File: config.mk
export PLATFORM = sky130hd
export DESIGN_NAME = memory_range_crc32_unit
export DESIGN_NICKNAME = d
export VERILOG_FILES = /design/src/verilog/crc_unit_pkg.sv /design/src/verilog/crc32_word_step.sv /design/src/verilog/mem_word_reader.sv /design/src/verilog/memory_range_crc32_unit.sv
export SDC_FILE = /design/constraint.sdc
export NUM_CORES = 1
export LEC_CHECK = 0
export ABC_AREA = 1
export BUFFER_PORTS_ARGS = -buffer_cell sky130_fd_sc_hd__buf_2
export CAP_MARGIN = 20
export CORE_ASPECT_RATIO = 1.2
export CORE_UTILIZATION = 40
export CTS_CLUSTER_DIAMETER = 60
export DETAILED_ROUTE_END_ITERATION = 8
export GPL_ROUTABILITY_DRIVEN = 0
export PLACE_DENSITY = 0.56
export SYNTH_ARGS = -nofsm -noshare
export SYNTH_HDL_FRONTEND = slang
export SYNTH_HIERARCHICAL = 1
export SYNTH_SLANG_ARGS = --single-unit
File: constraint.sdc
create_clock -name clock -period 4.87 [get_ports clock]
set_input_delay 0.974 -clock clock [delete_from_list [all_inputs] [get_ports clock]]
set_output_delay 0.974 -clock clock [all_outputs]
set_load 0.03 [all_outputs]
File: src/verilog/crc_unit_pkg.sv
// constants for the memory range checksum unit
package crc_unit_pkg;
    // ==========================================================
    // register map (byte offsets)
    localparam logic [7:0] OFS_CTRL   = 8'h00;
    localparam logic [7:0] OFS_STATUS = 8'h04;
    localparam logic [7:0] OFS_ADDR   = 8'h08;
    localparam logic [7:0] OFS_LENGTH = 8'h0C;
    localparam logic [7:0] OFS_DATA   = 8'h10;
    // ==========================================================
    // field positions
    localparam int CTRL_START    = 0;
    localparam int STAT_BUSY     = 0;
    localparam int STAT_DONE     = 1;
    localparam int STAT_BUS_ERR  = 2;
    localparam int STAT_RANGE    = 3;
    localparam int STAT_ALIGN    = 4;
    localparam int MODE_LSB      = 0;
    localparam int MODE_W        = 2;
    localparam logic [1:0] MODE_MAIN_FLASH = 2'h0;
    localparam logic [1:0] MODE_EEPROM     = 2'h1;
    localparam logic [1:0] WORD_LOW_BITS   = 2'h0;
    // ==========================================================
    // checksum constants
    localparam logic [31:0] CRC_POLY_REFL = 32'hEDB88320;
    localparam logic [31:0] CRC_SEED_ONES = 32'hFFFFFFFF;
    localparam logic [31:0] WORD_BYTES    = 32'h00000004;
    localparam logic [31:0] RESET_WORD    = 32'h00000000;
endpackage

File: src/verilog/crc32_word_step.sv
// one 32-bit word folded into a reflected crc32 remainder
`timescale 1ns/1ps
module crc32_word_step
    import crc_unit_pkg::*;
(
    input  wire logic [31:0] crcIn,
    input  wire logic [31:0] word,
    output logic      [31:0] crcOut
);
    // lsb-first bit order makes a little-endian word equal four bytes in address order
    always_comb begin
        logic [31:0] c;
        c = crcIn ^ word;
        for (int i = 0; i < 32; i++) begin
            c = c[0] ? ((c >> 1) ^ CRC_POLY_REFL) : (c >> 1);
        end
        crcOut = c;
    end
endmodule

File: src/verilog/mem_word_reader.sv
// single-word read master with request held until acknowledged
`timescale 1ns/1ps
module mem_word_reader (
    input  wire logic        clock,
    input  wire logic        rst_n,
    input  wire logic        go,
    input  wire logic [31:0] addr,
    output logic             memReq,
    output logic      [31:0] memAddr,
    input  wire logic        memAck,
    input  wire logic [31:0] memRdata,
    input  wire logic        memErr,
    output logic             wordValid,
    output logic      [31:0] wordData,
    output logic             wordErr
);
    always_ff @(posedge clock) begin
        if (!rst_n) begin
            memReq  <= 1'b0;
            memAddr <= 32'h00000000;
        end else if (go && !memReq) begin
            memReq  <= 1'b1;
            memAddr <= addr;
        end else if (memAck) begin
            memReq  <= 1'b0;
        end
    end

    always_ff @(posedge clock) begin
        if (!rst_n) begin
            wordValid <= 1'b0;
            wordData  <= 32'h00000000;
            wordErr   <= 1'b0;
        end else begin
            wordValid <= memReq && memAck;
            wordErr   <= memReq && memAck && memErr;
            if (memReq && memAck) begin
                wordData <= memRdata;
            end
        end
    end
endmodule

File: src/verilog/memory_range_crc32_unit.sv
// memory range crc32 unit of the device service unit, apb register slave
//
// Added by the designer: the APB interface to the registers and the register addresses.
`timescale 1ns/1ps
module memory_range_crc32_unit
    import crc_unit_pkg::*;
#(
    parameter logic [31:0] NVM_BASE   = 32'h00000000,
    parameter logic [31:0] FLASH_SIZE = 32'h00004000,
    parameter logic [31:0] EE_BASE    = 32'h00004000,
    parameter logic [31:0] EE_SIZE    = 32'h00001000,
    parameter logic [31:0] RAM_BASE   = 32'h20000000,
    parameter logic [31:0] RAM_SIZE   = 32'h00002000
)
(
    input  wire logic        clock,
    input  wire logic        rst_n,
    input  wire logic        psel,
    input  wire logic        penable,
    input  wire logic        pwrite,
    input  wire logic [7:0]  paddr,
    input  wire logic [31:0] pwdata,
    output logic             pready,
    output logic      [31:0] prdata,
    output logic             pslverr,
    input  wire logic        extRange,
    output logic             memReq,
    output logic      [31:0] memAddr,
    input  wire logic        memAck,
    input  wire logic [31:0] memRdata,
    input  wire logic        memErr
);
    // ==========================================================
    // types and state
    typedef enum logic [1:0] {ST_IDLE, ST_ISSUE, ST_WAIT} state_type;

    state_type   state;
    logic [31:0] addrReg;
    logic [31:0] lengthReg;
    logic [31:0] dataReg;
    logic        addrLoaded;
    logic        lenLoaded;
    logic        done;
    logic        busErr;
    logic        rangeErr;
    logic        alignErr;
    logic        extMode;
    logic [31:0] curAddr;
    logic [31:0] remaining;
    logic [31:0] crc;
    logic [31:0] crcNext;
    logic        readGo;
    logic        wordValid;
    logic [31:0] wordData;
    logic        wordErr;

    function automatic logic fits(input logic [31:0] b, input logic [31:0] n,
                                  input logic [31:0] lo, input logic [31:0] sz);
        fits = (b >= lo) && (n <= sz) && ((b - lo) <= (sz - n));
    endfunction

    function automatic logic mapped(input logic [7:0] a);
        mapped = (a == OFS_CTRL) || (a == OFS_STATUS) || (a == OFS_ADDR) ||
                 (a == OFS_LENGTH) || (a == OFS_DATA);
    endfunction

    // ==========================================================
    // apb slave: no wait state, pready high in the first access cycle, answer prepared in the setup cycle
    logic setupPh;
    logic accessPh;
    logic wrAcc;
    logic busyWrite;

    assign setupPh   = psel && !penable && !pready;
    assign accessPh  = psel && penable && pready;
    assign wrAcc     = accessPh && pwrite && !pslverr;
    assign busyWrite = (state != ST_IDLE) && (paddr != OFS_CTRL) && (paddr != OFS_STATUS);

    always_ff @(posedge clock) begin
        if (!rst_n) begin
            pready  <= 1'b0;
            pslverr <= 1'b0;
        end else begin
            pready  <= setupPh;
            // writes to the setup registers during a run would corrupt the checksum
            pslverr <= setupPh && (!mapped(paddr) || (pwrite && busyWrite));
        end
    end

    always_ff @(posedge clock) begin
        if (!rst_n) begin
            prdata <= RESET_WORD;
        end else if (setupPh && !pwrite) begin
            unique case (paddr)
                OFS_STATUS: begin
                    prdata <= RESET_WORD;
                    prdata[STAT_BUSY]    <= state != ST_IDLE;
                    prdata[STAT_DONE]    <= done;
                    prdata[STAT_BUS_ERR] <= busErr;
                    prdata[STAT_RANGE]   <= rangeErr;
                    prdata[STAT_ALIGN]   <= alignErr;
                end
                OFS_ADDR:   prdata <= addrReg;
                OFS_LENGTH: prdata <= lengthReg;
                OFS_DATA:   prdata <= dataReg;
                default:    prdata <= RESET_WORD;
            endcase
        end
    end

    // ==========================================================
    // start decode and region selection
    logic        startReq;
    logic        accept;
    logic        refuse;
    logic [31:0] next_base;
    logic [31:0] next_len;
    logic [31:0] next_seed;
    logic        next_rangeBad;
    logic        next_alignBad;
    logic [1:0]  modeSel;

    assign startReq = wrAcc && (paddr == OFS_CTRL) && pwdata[CTRL_START] && (state == ST_IDLE);
    assign modeSel  = addrReg[MODE_LSB +: MODE_W];

    always_comb begin
        next_base     = {addrReg[31:MODE_W], WORD_LOW_BITS};
        next_len      = lengthReg;
        next_seed     = dataReg;
        next_alignBad = 1'b0;
        next_rangeBad = 1'b0;
        if (extRange) begin
            next_seed = CRC_SEED_ONES;
            if (modeSel == MODE_MAIN_FLASH) begin
                next_base = NVM_BASE;
                next_len  = FLASH_SIZE;
            end else if (modeSel == MODE_EEPROM) begin
                next_base = EE_BASE;
                next_len  = EE_SIZE;
            end else begin
                next_rangeBad = 1'b1;
            end
        end else begin
            next_alignBad = lengthReg[MODE_W-1:0] != WORD_LOW_BITS;
            // nvm covers main flash plus the eeprom emulation area
            next_rangeBad = !(addrLoaded && lenLoaded) ||
                            !(fits(next_base, lengthReg, NVM_BASE, FLASH_SIZE + EE_SIZE) ||
                              fits(next_base, lengthReg, RAM_BASE, RAM_SIZE));
        end
    end

    assign refuse = startReq && (next_rangeBad || next_alignBad);
    assign accept = startReq && !refuse;

    // ==========================================================
    // software configuration registers
    always_ff @(posedge clock) begin
        if (!rst_n) begin
            addrReg    <= RESET_WORD;
            addrLoaded <= 1'b0;
        end else if (wrAcc && paddr == OFS_ADDR) begin
            addrReg    <= pwdata;
            addrLoaded <= 1'b1;
        end
    end

    always_ff @(posedge clock) begin
        if (!rst_n) begin
            lengthReg <= RESET_WORD;
            lenLoaded <= 1'b0;
        end else if (wrAcc && paddr == OFS_LENGTH) begin
            lengthReg <= pwdata;
            lenLoaded <= 1'b1;
        end
    end

    // forced seeds in external modes also land in data, as a read before the end shows
    always_ff @(posedge clock) begin
        if (!rst_n) begin
            dataReg <= RESET_WORD;
        end else if (accept && extRange) begin
            dataReg <= CRC_SEED_ONES;
        end else if (state == ST_ISSUE && remaining == RESET_WORD) begin
            dataReg <= ~crc;
        end else if (wrAcc && paddr == OFS_DATA) begin
            dataReg <= pwdata;
        end
    end

    // ==========================================================
    // sequencer
    always_ff @(posedge clock) begin
        if (!rst_n) begin
            state     <= ST_IDLE;
            curAddr   <= RESET_WORD;
            remaining <= RESET_WORD;
            crc       <= RESET_WORD;
            extMode   <= 1'b0;
        end else begin
            unique case (state)
                ST_IDLE: begin
                    if (accept) begin
                        state     <= ST_ISSUE;
                        curAddr   <= next_base;
                        remaining <= next_len;
                        crc       <= next_seed;
                        extMode   <= extRange;
                    end
                end
                ST_ISSUE: begin
                    state <= (remaining == RESET_WORD) ? ST_IDLE : ST_WAIT;
                end
                ST_WAIT: begin
                    if (wordValid) begin
                        state     <= wordErr ? ST_IDLE : ST_ISSUE;
                        curAddr   <= curAddr + WORD_BYTES;
                        remaining <= remaining - WORD_BYTES;
                        crc       <= crcNext;
                    end
                end
            endcase
        end
    end

    assign readGo = (state == ST_ISSUE) && (remaining != RESET_WORD);

    // status flags: an accepted start clears them, a refused start sets done with its error flag, a run can only end while nothing restarts it
    always_ff @(posedge clock) begin
        if (!rst_n) begin
            done     <= 1'b0;
            busErr   <= 1'b0;
            rangeErr <= 1'b0;
            alignErr <= 1'b0;
        end else if (startReq) begin
            done     <= refuse;
            busErr   <= 1'b0;
            rangeErr <= next_rangeBad;
            alignErr <= next_alignBad;
        end else if ((state == ST_ISSUE && remaining == RESET_WORD) ||
                     (state == ST_WAIT && wordValid && wordErr)) begin
            done   <= 1'b1;
            busErr <= wordErr;
        end
    end

    // ==========================================================
    // datapath submodules
    crc32_word_step u_step (
        .crcIn  (crc),
        .word   (wordData),
        .crcOut (crcNext)
    );

    mem_word_reader u_reader (
        .clock     (clock),
        .rst_n     (rst_n),
        .go        (readGo),
        .addr      (curAddr),
        .memReq    (memReq),
        .memAddr   (memAddr),
        .memAck    (memAck),
        .memRdata  (memRdata),
        .memErr    (memErr),
        .wordValid (wordValid),
        .wordData  (wordData),
        .wordErr   (wordErr)
    );
endmodule

==> run metrics <==
status finished, final reports clean; Final Worst Setup Slack 0.445 ns; WP data required about 5.3 ns; n_diodes 0; CP Class flop to flop; fraction of layout cells with a size suffix above 1 about 15%; Final Cycle Share 90.9%; largest family of logic cells by synthesized area simple AND/OR/NAND/NOR gates; Post-synth EDFFs 0; DR WL/cell 18.9 um; Die ar. roughly 57,000 sq um; final instance area about 25,000 sq um; CP Capture Type flop; synthesized flop and latch total 299; crit path launch lengthReg[1]$_SDFFE_PN0P_; worst-margin pin slew a little under 1 ns; VDD IR max between 0.7 and 0.8 mV; Rel. slew slack between 30% and 40%; via count about 23,000; # nets final ~3,800; most used cell, CP nand2_1; clk root buf clkbuf_16; CORE AREA approximately 55,000 sq um; reg-to-reg startpoint lengthReg[1]$_SDFFE_PN0P_; CTS H-tree lvls 2; Cell Area, Placed approximately 24,000 sq um; CTS tree yes; row count 94; Cell Area, Synth between 20,000 and 25,000 sq um; CTS buffer count 38; Cell variety after synth 60; post-route ant nets 0; Final Max Slew Viols 0; Starting Density between 40% and 50%; Clock Sinks 299; dpl hpwl ~63 mm; area grow syn2layout 11.3%; fin cells about 4,400; largest net degree at the start of global routing ~170; # placed instances 4,327; most frequent cells in the layout 1,075 x nand2_1, 391 x nor2_1, 375 x inv_1, 299 x dfxtp_1, 209 x nand3_1; initial antenna violation count 0; Critical-path top delay cell nand3_2; Port-buffer cells approximately 150; CP top delay family simple AND/OR/NAND/NOR gates; # DRC 0; Worst Setup Start Kind flop; DRT Wirelength around 83 mm; sequential area share after synthesis between 20% and 30%; clock transition at the registers of the reported paths approximately 0.060 ns; power density cells around 700 nW/um^2; Synth Flop Type dfxtp_1; GRT Resource Usage Total 28.8%; Die Y approximately 260 um; compound-cell area share of the yosys netlist 11.8%; post-synthesis mux area share 0%; GR Overflow Total 0; Iter 0 DRT Violations ~1,800; Total Power around 17 mW; final setup vio count 0; clock buffer depth 3; critical path buffer and inverter count 2; DIE WIDTH about 220 um; Setup Slack @ Placement ~0.33 ns; Hold Path Class flop to flop; worst skew pair latency slightly below 0.6 ns; Synth Area in XOR/XNOR around 7.4%; synthesized instance count about 3,600; Mean Syn Cell Area 6.25 sq um; beginning of the worst hold path prdata[1]$_SDFFE_PN0P_; post-synthesis simple-gate area fraction approximately two fifths; DRT Pass-1 Iters 6; I/O Pins roughly 150; Adder-Cell Fraction of Synth Area approximately 3.2%; Data arrival, critical path about 5 ns; hold buffer count at CTS 0; Synth warnings 6; RSZ-0062 raised after global routing false; ys async rst share 0%; Hold Fails Final Rpt 0; commonest non-fill, non-tap cell in the layout nand2_1; Max Cap Viol 0; Final Skew ~0.031 ns; fin crit period 4.43 ns; crit-path max cell delay about 0.42 ns; CP Max Fanout 14; Static Leakage 12.2 nW; Max Clock Freq roughly 230 MHz; first-pass GRT wire length approximately 120 mm; DR vias/cell 5.18; vias in the first global route between 20,000 and 25,000; TNS Setup 0 ns
[state kept, by name, indices dropped and copies added, names as in the netlist]
name	count
addrReg	32
crc	32
dataReg	32
lengthReg	32
prdata	32
remaining	32
u_reader/memAddr	32
u_reader/wordData	32
curAddr	30
state	2
addrLoaded	1
alignErr	1
busErr	1
done	1
lenLoaded	1
pready	1
pslverr	1
rangeErr	1
u_reader/memReq	1
u_reader/wordErr	1
u_reader/wordValid	1
[per-stage QoR]
| step | utilization (%) | hold WS (ns) |
|---|---|---|
| 2_1_floorplan | - | 0.436 |
| 3_3_place_gp | 42.8 | 0.451 |
| 3_5_place_dp | 42.8 | 0.452 |
| 4_1_cts | 45.1 | 0.461 |
| 5_1_grt | 45.2 | 0.481 |
| 6_report | 45.2 | 0.462 |
[synthesized netlist by cell type (26+ instances only)]
library cell | instances | area [sq um]
nand3_1 | 209 | 1050
nor2_1 | 396 | 1490
nand2_4 | 44 | 495
o22ai_1 | 32 | 200
nand2_1 | 1076 | 4040
ha_1 | 58 | 726
xnor2_1 | 33 | 289
nand4_1 | 60 | 375
xor2_1 | 126 | 1100
o21ai_0 | 158 | 791
dfxtp_1 | 299 | 5990
nand2_2 | 125 | 782
inv_1 | 376 | 1410
inv_2 | 53 | 199
buf_2 | 26 | 130
a21oi_1 | 165 | 826
clkbuf_1 | 84 | 315
[routing by layer]
metal | vias to the layer above | part of all wire, % | GRT usage [%]
met5 | - | 0 | 0
met2 | 644 | 48 | 49.7
met4 | 0 | 4.6 | 12.7
li1 | 11500 | - | -
met1 | 10500 | 43 | 36.1
met3 | 126 | 4.6 | 2.60
[power breakdown]
group	switching, mW	total [mW]	internal, mW
sequential	0.178	2.79	2.61
clock	1.18	2.86	1.68
combinational	8.05	11.8	3.72
[worst register-to-register path, delay by kind of cell (launching register included)]
family,cells,cell delay [ns]
AOI/OAI and AO/OA,1,0.25
xor gates and xnor gates,1,0.17
adders and majority gates,1,0.30
buffers and inverters,2,0.15
DFF,1,0.33
and+or+nand+nor,23,3.09
[logic make-up (layout without fill, tap and decap cells)]
kind of cell,count (synthesis),count (layout)
compound gates,467,467
xor+xnor,173,173
fa+ha+maj,58,58
buf+inv,578,679
flops,299,299
other cells,1,2
simple gates,1996,1997
[worst paths after layout]
| kind | cells past startpoint | end | slack [ns] |
|---|---|---|---|
| worst min-delay path | 2 | prdata[1]$_SDFFE_PN0P_ | 0.46 |
| worst max register to register | 28 | remaining[23]$_SDFFE_PN0P_ | 0.44 |
| worst min register to register | 2 | prdata[1]$_SDFFE_PN0P_ | 0.46 |
| worst max-delay path | 28 | remaining[23]$_SDFFE_PN0P_ | 0.44 |
[what timing repair did]
action	4_1_cts	5_1_grt
gates resized for setup	0	4
endpoints found under the setup margin	0	86
hold endpoints to repair	0	0
setup buffers	0	1
[cell type report]
class                   count  area, sq um
clock inverters            17          183
inverters                 435         1650
well taps                 720          901
flip-flops and latches    299         5990
fillers                  6001        30200
repair buffers            178         1030
clock buffers              49         1070
multi-input cells        2697        14000
Note: power is estimated with default switching activity, not from simulation.
